===== config.mk =====
export PLATFORM = sky130hd
export DESIGN_NAME = ccc_channel_config
export DESIGN_NICKNAME = d
export VERILOG_FILES = /design/src/core/ccc_pkg.sv /design/src/core/ccc_channel_config.sv
export SDC_FILE = /design/constraint.sdc
export NUM_CORES = 1
export LEC_CHECK = 0
export BUFFER_PORTS_ARGS = -buffer_cell sky130_fd_sc_hd__buf_4
export CORE_AREA = 2 2 176 178
export CTS_CLUSTER_SIZE = 28
export DETAILED_ROUTE_END_ITERATION = 10
export DIE_AREA = 0 0 178 180
export MAX_ROUTING_LAYER = met4
export PLACE_DENSITY = 0.53
export SETUP_SLACK_MARGIN = 0.5
export SYNTH_ARGS = -nofsm -noshare
export SYNTH_HDL_FRONTEND = slang
export SYNTH_SLANG_ARGS = --single-unit

===== constraint.sdc =====
create_clock -name clk -period 4.6 [get_ports clk]
set_input_delay 0.46 -clock clk [delete_from_list [all_inputs] [get_ports clk]]
set_output_delay 0.46 -clock clk [all_outputs]
set_load 0.005 [all_outputs]

===== src/core/ccc_pkg.sv =====
package ccc_pkg;
  // ****************************************
  // register map
  // ****************************************
  localparam logic [9:0] TIMER_DIVIDER_CH1 = 10'h111;
  localparam logic [9:0] DAC_MAILBOX_SELECT_CH1 = 10'h112;
  localparam logic [9:0] HALT_KEY_CH1 = 10'h113;
  localparam logic [9:0] TIMER_DIVIDER_CH2 = 10'h131;
  localparam logic [9:0] DAC_MAILBOX_SELECT_CH2 = 10'h132;
  localparam logic [9:0] HALT_KEY_CH2 = 10'h133;
  localparam logic [9:0] TIMER_DIVIDER_CH3 = 10'h151;
  localparam logic [9:0] DAC_MAILBOX_SELECT_CH3 = 10'h152;
  localparam logic [9:0] HALT_KEY_CH3 = 10'h153;
  localparam logic [9:0] CH_STRIDE = 10'h020;
  localparam logic [15:0] REG_RESET = 16'h0000;
  localparam logic [15:0] HALT_KEY = 16'hbeef;
  // ****************************************
  // field positions in the select word
  // ****************************************
  localparam int SPLIT0_BIT = 0;
  localparam int SPLIT1_BIT = 1;
  localparam int DIR0_BIT = 2;
  localparam int DIR1_BIT = 3;
  localparam int PICK0_BIT = 4;
  localparam int PICK1_BIT = 5;
  localparam int MBOX0_LSB = 8;
  localparam int MBOX1_LSB = 11;
  localparam logic [15:0] SELECT_MASK = 16'h3f3f;
  // ****************************************
  // mailbox target codes
  // ****************************************
  localparam logic [2:0] MB_OWN_SAME = 3'h0;
  localparam logic [2:0] MB_PEER_SAME = 3'h1;
  localparam logic [2:0] MB_OWN_NEXT = 3'h2;
  localparam logic [2:0] MB_PEER_NEXT = 3'h3;
  localparam logic [2:0] MB_SUM_HIGH = 3'h4;
  localparam logic [2:0] MB_SUM_SECOND = 3'h5;
  localparam logic [2:0] MB_OWN_PREV = 3'h6;
  localparam logic [2:0] MB_PEER_PREV = 3'h7;

  // per-core routing bundle
  typedef struct packed {
    logic [2:0] dac_own_a;
    logic [2:0] dac_own_b;
    logic [2:0] dac_nbr_a;
    logic [2:0] dac_nbr_b;
    logic [2:0] special_dac_slot;
    logic       control_word_split;
    logic [2:0] mbox_target;
  } ccc_route_t;

  // microcode instruction strobe per core
  typedef struct packed {
    logic       dac_instr;
    logic       neighbour_dac_direction;
    logic       special_dac_pick;
    logic       mbox_instr;
    logic [2:0] mbox_target;
  } ccc_instr_t;
endpackage


===== src/core/ccc_channel_config.sv =====
// Contract
// - divider codes 0 to 11 divide the core clock by code plus one.
// - divider codes 12 to 15 divide by 14, 16, 32 and 64.
// - the divider word holds four codes, first core timers in 7:0, second core timers in 15:8.
// - each core reaches its own channel's two dacs and exactly two dacs of one neighbour.
// - first core own pair is dac 2n-1,2n; direction 0 picks next channel, 1 the previous.
// - second core uses the same channel choice but presents each pair even before odd.
// - the special dac pick routes the special slot to dac 5 when 0 and dac 6 when 1.
// - direction and special pick follow the latest of register write or core instruction.
// - split 0 leaves all 16 control bits as control; split 1 makes the top 8 shared status.
// - mailbox codes 0,1,2,3,6,7 select own/peer core in own, next or previous channel.
// - mailbox codes 4 and 5 present the sums of the top and second nibbles of all mailboxes.
// - next channel wraps 3 to 1, previous wraps 1 to 3, peer is the other core of the pair.
// - the mailbox target is set by register or instruction and selects one core, or the sums over all six mailboxes for codes 4 and 5.
// - writing the exact key to the halt address stops the channel's cores.
// - the halt address holds no storage and reads there return no meaningful data.
module ccc_channel_config #(
  parameter int CH = 1
) (
  // clock and reset
  input  wire logic                    clk,
  input  wire logic                    rst_n,
  // register port
  input  wire logic                    wr_en,
  input  wire logic                    rd_en,
  input  wire logic [9:0]              addr,
  input  wire logic [15:0]             wdata,
  output logic      [15:0]             rdata,
  // core instructions
  input  wire ccc_pkg::ccc_instr_t     instr_c0,
  input  wire ccc_pkg::ccc_instr_t     instr_c1,
  // all six mailbox words, index = 2*(channel-1)+core
  input  wire logic [5:0][15:0]        mailbox_all,
  // control words from both cores
  input  wire logic [15:0]             ctrl_word_c0,
  input  wire logic [15:0]             ctrl_word_c1,
  // routing out
  output ccc_pkg::ccc_route_t          route_c0,
  output ccc_pkg::ccc_route_t          route_c1,
  output logic      [15:0]             mailbox_view_c0,
  output logic      [15:0]             mailbox_view_c1,
  output logic      [7:0]              shared_status_c0,
  output logic      [7:0]              shared_status_c1,
  // timer tick enables: c0 t3, c0 t4, c1 t3, c1 t4
  output logic      [3:0]              timer_tick,
  output logic                         halt_ff
);
  if (CH < 1 || CH > 3) begin : g_bad_ch
    $error("channel must be 1 to 3");
  end

  // ****************************************
  // address decode
  // ****************************************
  localparam logic [9:0] OFS = 10'(ccc_pkg::CH_STRIDE * (CH - 1));
  logic [9:0] a_div;
  logic [9:0] a_sel;
  logic [9:0] a_key;
  assign a_div = ccc_pkg::TIMER_DIVIDER_CH1 + OFS;
  assign a_sel = ccc_pkg::DAC_MAILBOX_SELECT_CH1 + OFS;
  assign a_key = ccc_pkg::HALT_KEY_CH1 + OFS;

  wire hit_div = wr_en && addr == a_div;
  wire hit_sel = wr_en && addr == a_sel;
  wire key_ok  = wr_en && addr == a_key && wdata == ccc_pkg::HALT_KEY;

  logic [15:0] div_ff;
  logic [15:0] sel_ff;
  logic [15:0] nxt_div;
  logic [15:0] nxt_sel;
  logic [15:0] instr_sel;

  assign nxt_div = hit_div ? wdata : div_ff;

  // instruction updates overlay the stored fields; a same-cycle
  // register write wins because it is applied last
  always_comb begin
    instr_sel = sel_ff;
    if (instr_c0.dac_instr) begin
      instr_sel[ccc_pkg::DIR0_BIT]  = instr_c0.neighbour_dac_direction;
      instr_sel[ccc_pkg::PICK0_BIT] = instr_c0.special_dac_pick;
    end
    if (instr_c1.dac_instr) begin
      instr_sel[ccc_pkg::DIR1_BIT]  = instr_c1.neighbour_dac_direction;
      instr_sel[ccc_pkg::PICK1_BIT] = instr_c1.special_dac_pick;
    end
    if (instr_c0.mbox_instr)
      instr_sel[ccc_pkg::MBOX0_LSB +: 3] = instr_c0.mbox_target;
    if (instr_c1.mbox_instr)
      instr_sel[ccc_pkg::MBOX1_LSB +: 3] = instr_c1.mbox_target;
  end
  assign nxt_sel = hit_sel ? (wdata & ccc_pkg::SELECT_MASK) : instr_sel;

  always_ff @(posedge clk or negedge rst_n) begin
    if (!rst_n) begin
      div_ff  <= ccc_pkg::REG_RESET;
      sel_ff  <= ccc_pkg::REG_RESET;
      halt_ff <= 1'b0;
    end else begin
      div_ff  <= nxt_div;
      sel_ff  <= nxt_sel;
      halt_ff <= halt_ff | key_ok;
    end
  end

  // ****************************************
  // read back; key address has no storage
  // ****************************************
  logic [15:0] nxt_rdata;
  assign nxt_rdata = (addr == a_div) ? div_ff :
                     (addr == a_sel) ? sel_ff : 16'h0000;
  always_ff @(posedge clk or negedge rst_n) begin
    if (!rst_n) rdata <= 16'h0000;
    else if (rd_en) rdata <= nxt_rdata;
  end

  // ****************************************
  // timer dividers
  // ****************************************
  function automatic logic [6:0] ratio(input logic [3:0] code);
    case (code)
      4'hc:    ratio = 7'd14;
      4'hd:    ratio = 7'd16;
      4'he:    ratio = 7'd32;
      4'hf:    ratio = 7'd64;
      default: ratio = {3'h0, code} + 7'd1;
    endcase
  endfunction

  logic [3:0] tick_ff;
  assign timer_tick = tick_ff;
  genvar g;
  generate
    for (g = 0; g < 4; g++) begin : g_div
      logic [6:0] cnt_ff;
      logic [6:0] lim;
      assign lim = ratio(div_ff[4*g +: 4]) - 7'd1;
      always_ff @(posedge clk or negedge rst_n) begin
        if (!rst_n) begin
          cnt_ff     <= 7'h00;
          tick_ff[g] <= 1'b0;
        end else begin
          tick_ff[g] <= cnt_ff >= lim;
          cnt_ff     <= (cnt_ff >= lim) ? 7'h00 : cnt_ff + 7'd1;
        end
      end
    end
  endgenerate

  // ****************************************
  // dac and mailbox routing
  // ****************************************
  localparam logic [1:0] C = 2'(CH);
  localparam logic [1:0] NXT = (C == 2'd3) ? 2'd1 : C + 2'd1;
  localparam logic [1:0] PRV = (C == 2'd1) ? 2'd3 : C - 2'd1;

  function automatic logic [2:0] odd_dac(input logic [1:0] ch);
    odd_dac = {ch, 1'b0} - 3'd1;
  endfunction

  wire dir0 = sel_ff[ccc_pkg::DIR0_BIT];
  wire dir1 = sel_ff[ccc_pkg::DIR1_BIT];
  wire [1:0] nb0 = dir0 ? PRV : NXT;
  wire [1:0] nb1 = dir1 ? PRV : NXT;

  function automatic logic [15:0] mb(input logic [5:0][15:0] all, input logic [1:0] ch,
                                     input logic core);
    mb = all[{2'h0, ch} * 3'd2 - 3'd2 + {2'h0, core}];
  endfunction

  // six nibbles reach 90, so the sums need seven bits
  logic [6:0] sum_hi;
  logic [6:0] sum_2nd;
  always_comb begin
    sum_hi  = 7'h00;
    sum_2nd = 7'h00;
    for (int i = 0; i < 6; i++) begin
      sum_hi  = sum_hi + {3'h0, mailbox_all[i][15:12]};
      sum_2nd = sum_2nd + {3'h0, mailbox_all[i][11:8]};
    end
  end

  function automatic logic [15:0] mbsel(input logic [2:0] code, input logic core,
                                        input logic [5:0][15:0] all,
                                        input logic [6:0] sh, input logic [6:0] s2);
    case (code)
      ccc_pkg::MB_OWN_SAME:   mbsel = mb(all, C, core);
      ccc_pkg::MB_PEER_SAME:  mbsel = mb(all, C, ~core);
      ccc_pkg::MB_OWN_NEXT:   mbsel = mb(all, NXT, core);
      ccc_pkg::MB_PEER_NEXT:  mbsel = mb(all, NXT, ~core);
      ccc_pkg::MB_SUM_HIGH:   mbsel = {9'h000, sh};
      ccc_pkg::MB_SUM_SECOND: mbsel = {9'h000, s2};
      ccc_pkg::MB_OWN_PREV:   mbsel = mb(all, PRV, core);
      default:                mbsel = mb(all, PRV, ~core);
    endcase
  endfunction

  ccc_pkg::ccc_route_t nxt_r0;
  ccc_pkg::ccc_route_t nxt_r1;
  always_comb begin
    nxt_r0.dac_own_a = odd_dac(C);
    nxt_r0.dac_own_b = odd_dac(C) + 3'd1;
    nxt_r0.dac_nbr_a = odd_dac(nb0);
    nxt_r0.dac_nbr_b = odd_dac(nb0) + 3'd1;
    nxt_r0.special_dac_slot = sel_ff[ccc_pkg::PICK0_BIT] ? 3'd6 : 3'd5;
    nxt_r0.control_word_split = sel_ff[ccc_pkg::SPLIT0_BIT];
    nxt_r0.mbox_target = sel_ff[ccc_pkg::MBOX0_LSB +: 3];
    nxt_r1.dac_own_a = odd_dac(C) + 3'd1;
    nxt_r1.dac_own_b = odd_dac(C);
    nxt_r1.dac_nbr_a = odd_dac(nb1) + 3'd1;
    nxt_r1.dac_nbr_b = odd_dac(nb1);
    nxt_r1.special_dac_slot = sel_ff[ccc_pkg::PICK1_BIT] ? 3'd6 : 3'd5;
    nxt_r1.control_word_split = sel_ff[ccc_pkg::SPLIT1_BIT];
    nxt_r1.mbox_target = sel_ff[ccc_pkg::MBOX1_LSB +: 3];
  end

  always_ff @(posedge clk or negedge rst_n) begin
    if (!rst_n) begin
      route_c0 <= '0;
      route_c1 <= '0;
      mailbox_view_c0 <= 16'h0000;
      mailbox_view_c1 <= 16'h0000;
      shared_status_c0 <= 8'h00;
      shared_status_c1 <= 8'h00;
    end else begin
      route_c0 <= nxt_r0;
      route_c1 <= nxt_r1;
      mailbox_view_c0 <= mbsel(sel_ff[ccc_pkg::MBOX0_LSB +: 3], 1'b0, mailbox_all,
                               sum_hi, sum_2nd);
      mailbox_view_c1 <= mbsel(sel_ff[ccc_pkg::MBOX1_LSB +: 3], 1'b1, mailbox_all,
                               sum_hi, sum_2nd);
      // upper byte is status only when split; zero otherwise
      shared_status_c0 <= sel_ff[ccc_pkg::SPLIT0_BIT] ? ctrl_word_c0[15:8] : 8'h00;
      shared_status_c1 <= sel_ff[ccc_pkg::SPLIT1_BIT] ? ctrl_word_c1[15:8] : 8'h00;
    end
  end

  // ****************************************
  // assertions
  // ****************************************
  property p_halt_key;
    @(posedge clk) disable iff (!rst_n) key_ok |=> halt_ff;
  endproperty
  a_halt_key: assert property (p_halt_key) else $error("halt not set");

  property p_bad_key;
    @(posedge clk) disable iff (!rst_n)
      (wr_en && addr == a_key && wdata != ccc_pkg::HALT_KEY && !halt_ff) |=> !halt_ff;
  endproperty
  a_bad_key: assert property (p_bad_key) else $error("bad key halted");

  property p_div_wr;
    @(posedge clk) disable iff (!rst_n) hit_div |=> div_ff == $past(wdata);
  endproperty
  a_div_wr: assert property (p_div_wr) else $error("divider not stored");

  property p_tick_64;
    @(posedge clk) disable iff (!rst_n)
      (div_ff[3:0] == 4'hf && !hit_div) [*8] |-> !(tick_ff[0] && $past(tick_ff[0]));
  endproperty
  a_tick_64: assert property (p_tick_64) else $error("tick too fast");

  property p_tick_1;
    @(posedge clk) disable iff (!rst_n)
      (div_ff[3:0] == 4'h0) [*3] |-> tick_ff[0];
  endproperty
  a_tick_1: assert property (p_tick_1) else $error("ratio 1 not every cycle");

  property p_special;
    @(posedge clk) disable iff (!rst_n)
      1 |=> route_c0.special_dac_slot == ($past(sel_ff[ccc_pkg::PICK0_BIT]) ? 3'd6 : 3'd5);
  endproperty
  a_special: assert property (p_special) else $error("special dac wrong");

  property p_pair_order;
    @(posedge clk) disable iff (!rst_n)
      1 |=> route_c1.dac_nbr_a == route_c1.dac_nbr_b + 3'd1 &&
            route_c0.dac_own_b == route_c0.dac_own_a + 3'd1;
  endproperty
  a_pair_order: assert property (p_pair_order) else $error("pair order");

  property p_instr;
    @(posedge clk) disable iff (!rst_n)
      (instr_c0.dac_instr && !hit_sel) |=>
        sel_ff[ccc_pkg::DIR0_BIT] == $past(instr_c0.neighbour_dac_direction);
  endproperty
  a_instr: assert property (p_instr) else $error("instruction ignored");

  property p_split;
    @(posedge clk) disable iff (!rst_n)
      !sel_ff[ccc_pkg::SPLIT0_BIT] ##1 !sel_ff[ccc_pkg::SPLIT0_BIT] |-> shared_status_c0 == 8'h00;
  endproperty
  a_split: assert property (p_split) else $error("status leak");

  c_halt: cover property (@(posedge clk) disable iff (!rst_n) key_ok);
  c_sum: cover property (@(posedge clk) disable iff (!rst_n)
    sel_ff[ccc_pkg::MBOX0_LSB +: 3] == ccc_pkg::MB_SUM_HIGH);
  c_prev: cover property (@(posedge clk) disable iff (!rst_n) dir1 && route_c1.dac_nbr_a != 3'd0);
endmodule


==> results by group <==
GRT
  • Largest net degree at the start of global routing: 79
  • Total GRT Usage: 18.3%
  • First-pass GRT wire length: between 40000 and 50000 µm
  • Vias in the first global route: between 8k and 9k
  • Grt ovf: 0
  • Initial antenna violation count: 2

Worst setup path
  • Critical path type: reg -> reg
  • R2r worst-path depth: 14
  • Worst Path Required: 4880 ps
  • Worst r2r dst: g_div[2].cnt_ff[4]$_DFF_PN0_
  • CP Capture Type: flop
  • Worst Setup SP: div_ff[8]$_DFFE_PN0P_
  • Crit path max fanout: 9
  • Setup crit end: g_div[2].cnt_ff[4]$_DFF_PN0_
  • Reg-to-reg startpoint: div_ff[8]$_DFFE_PN0P_
  • Crit path launch type: flop
  • R2R setup slack: between 1000 and 1500 ps
  • Crit path DAT: a little under 4000 ps

Synth
  • Ys Warns: 0
  • Post-synth EDFFs: 0
  • Sequential share of the synthesized area: between 30% and 40%
  • Main flop type after synthesis: dfrtp_1
  • Synth Area per Inst: between 9 and 10 µm²
  • Post-synth cell types: 70
  • Post-Synthesis Cell Area: about 0.0098 mm²
  • Mapped Cells: slightly above 1k
  • Seq cells post-synth: between 100 and 150
  • Post-synth ARST share: 100%

Clock tree
  • Root buf cell: clkbuf_16
  • Postcts setup bufs: 0
  • Worst-path clk slew: roughly 60 ps
  • Hold buffer count at cts: 0
  • Clk sink count: approximately 140
  • CTS max path bufs: 2
  • Worst skew pair latency: 440 ps
  • TritonCTS clock tree: yes
  • CTS buffer count: 17
  • H-Tree Depth: 4
  • CTS resizes: 0

Job
  • Maxcap violations: 0

Timing
  • Hold Vio Cnt, Final: 0
  • Clk_skew: approximately 12 ps
  • Maximum clock rate: ~280 MHz
  • PnR worst setup slack: 1040 ps
  • Final period utilization: between 70% and 80%
  • Fin Setup TNS: 0 ps
  • Minimum clock period: 3560 ps
  • RSZ-0062 raised after global routing: no
  • WHS: 79.6 ps
  • Worst-margin pin slew: 951 ps
  • Final setup fails: 0
  • Final slew viol count: 0
  • Slew headroom: 36.4%

Outcome
  • Outcome: complete, no violations

Finish
  • Share of cells above drive strength 1: 28.0%
  • Post-layout net count: around 1.5k
  • Layout area overhead: 27.9%
  • Fillers: between 2k and 3k

Detailed routing
  • Post-route ant nets: 0
  • Routed vias/inst: a little under 5
  • DR DRC count: 0
  • Drt pass-1 iters: 4
  • Starting DRT DRC Count: ~480
  • Vias: a little over 8k
  • WL final: 28200 µm
  • Wire per inst: ~17 µm

Power and ir drop
  • Internal power: 0.00290 W
  • Psw: 0.00129 W
  • Cell Pwr Density: ~330 mW/mm²
  • Sequential Power Share: between 30% and 40%
  • Clock power share: 36.5%
  • Gate power share: between 20 and 30%
  • Max IR drop VDD: 0.267 mV
  • Switching Fraction: roughly 30%
  • P_leak: 6.06 nW

Die
  • Die W: 178 µm
  • IO Pins: roughly 280
  • Num rows: between 60 and 70
  • Die area: about 0.032 mm²
  • Die Ht: 180 µm
  • Initial core utilization: roughly a third
  • Core area: about 0.030 mm²

Placement
  • Dpl ws: about 800 ps
  • Final HPWL DP: between 20000 and 25000 µm
  • Routability cong.: about 0.84
  • Port Buffers: about 250

Worst hold path
  • HP Class: in -> async
routing by layer:
layer | routed length [µm] | up-vias | GRT usage [%]
li1 | - | 3933 | -
met1 | 12300 | 3955 | 22.9
met2 | 13400 | 248 | 28.7
met3 | 1990 | 36 | 4.63
met4 | 546 | 0 | 5.97
met5 | 0 | - | -
power groups by stage:
stage                     Combinational [W]  Sequential [W]  Clock (W)
final                               0.00122         0.00144    0.00153
after global routing                0.00136         0.00146    0.00163
after CTS                           0.00124         0.00144    0.00157
after detailed placement            0.00124         0.00146          0
after global placement              0.00123         0.00146          0
after floorplan                    0.000708         0.00144          0
registers in the layout (all words and copies together) (netlist names):
register,count
halt_ff,1
timer_tick,4
rdata,16
shared_status_c1,8
shared_status_c0,8
route_c1,8
route_c0,9
mailbox_view_c0,16
g_div.cnt_ff,28
div_ff,16
sel_ff,12
mailbox_view_c1,16
worst max-delay path, cell delays in order (launching register included):
cell	delay, ps
dfrtp_1	510
inv_1	140
ha_1	290
or3_1	380
o21bai_1	240
nand2_1	130
ha_1	270
nand2_1	100
nor2_1	50
nor2_1	90
a32oi_1	100
ha_1	350
nand4_1	100
o211ai_1	550
nor2_1	110
placed cells by master (no fill, tap or decap), types with 5 or more instances in the layout:
| cell type | n |
|---|---|
| buf_4 | 259 |
| a211oi_1 | 5 |
| and3_1 | 6 |
| and2_1 | 17 |
| a21oi_1 | 75 |
| nand2b_1 | 14 |
| a31oi_1 | 10 |
| xor2_1 | 12 |
| inv_1 | 105 |
| nor2b_1 | 5 |
| conb_1 | 11 |
| mux2_4 | 6 |
| o211ai_1 | 5 |
| a22oi_1 | 18 |
| mux2_2 | 19 |
| nand2_1 | 68 |
| mux4_2 | 17 |
| mux2i_1 | 36 |
| nand4_1 | 11 |
| xnor2_1 | 22 |
| clkbuf_16 | 17 |
| a221oi_1 | 7 |
| o21ai_0 | 45 |
| nor3_1 | 5 |
| fa_1 | 32 |
| dfrtp_1 | 138 |
| nand3_1 | 19 |
| nor2_1 | 95 |
| a21o_1 | 12 |
| o22ai_1 | 16 |
| ha_1 | 60 |
| inv_6 | 6 |
synthesized netlist by cell type (3+ instances only):
cell | n | area [µm²]
nand4_1 | 11 | 68.8
ha_1 | 60 | 751
nor2b_1 | 5 | 31.3
nand3_1 | 19 | 95.1
mux4_2 | 17 | 383
mux2i_1 | 36 | 360
a31oi_1 | 10 | 62.6
nand2_1 | 68 | 255
or3_1 | 4 | 25.0
buf_2 | 23 | 115
nand2b_1 | 14 | 87.6
a211oi_1 | 5 | 37.5
buf_4 | 24 | 180
mux2_2 | 19 | 214
a22oi_1 | 18 | 135
o211ai_1 | 5 | 37.5
xor2_1 | 12 | 105
and2_1 | 17 | 106
dfrtp_1 | 142 | 3550
nor2_1 | 95 | 357
a21o_1 | 12 | 90.1
o21ai_0 | 45 | 225
a21oi_1 | 75 | 375
o21bai_1 | 4 | 30.0
o221ai_1 | 4 | 35.0
a221oi_1 | 7 | 61.3
xnor2_1 | 22 | 193
mux2_4 | 6 | 90.1
and3_1 | 6 | 37.5
a21boi_0 | 3 | 22.5
o22ai_1 | 16 | 100
fa_1 | 32 | 641
nor3_1 | 5 | 25.0
o221a_2 | 3 | 33.8
a2bb2oi_1 | 4 | 35.0
clkbuf_1 | 17 | 63.8
inv_1 | 105 | 394
area by class of cell:
class                      count  area (µm²)  area share (%)
multi-input combinational    707        5510            43.9
sequential                   142        3560            28.3
timing repair buffer         260        1960            15.6
tap                          396         495            3.95
clock buffer                  18         439            3.50
inverter                     105         394            3.14
clock inverter                13         199            1.58
antenna                        2        5.00          0.0399
worst min-delay path by stage:
| stage | endpoint |
|---|---|
| 2_1_floorplan | div_ff[0]$_DFFE_PN0P_ |
| 3_3_place_gp | route_c0[5]$_DFF_PN0_ |
| 3_5_place_dp | route_c0[5]$_DFF_PN0_ |
| 4_1_cts | g_div[0].cnt_ff[1]$_DFF_PN0_ |
| 5_1_grt | g_div[0].cnt_ff[1]$_DFF_PN0_ |
| 6_report | g_div[0].cnt_ff[1]$_DFF_PN0_ |
stage by stage:
step	instances	power [W]	util, %	instance area, µm²
finish	1643	0.00419	41.6	12600
global placement	1610	0.00269	39.5	11900
detailed placement	1610	0.00270	39.5	11900
global route	1643	0.00445	41.6	12600
floorplan	1023	0.00215	-	9850
CTS	1641	0.00426	41.6	12600
logic make-up (layout without fill, tap and decap cells):
logic type | Yosys count | after routing | synth area share (%)
AND/OR/NAND/NOR | 259 | 259 | 12.8
AO/OA/AOI/OAI | 233 | 233 | 15.0
buffers and inverters | 174 | 396 | 8.03
flip-flops | 142 | 142 | 36.2
adder cells (fa/ha/maj) | 92 | 92 | 14.2
multiplexers | 78 | 78 | 10.7
XOR/XNOR | 34 | 34 | 3.03
other | 2 | 13 | 0.0765
(Power assumes the default switching activity.)
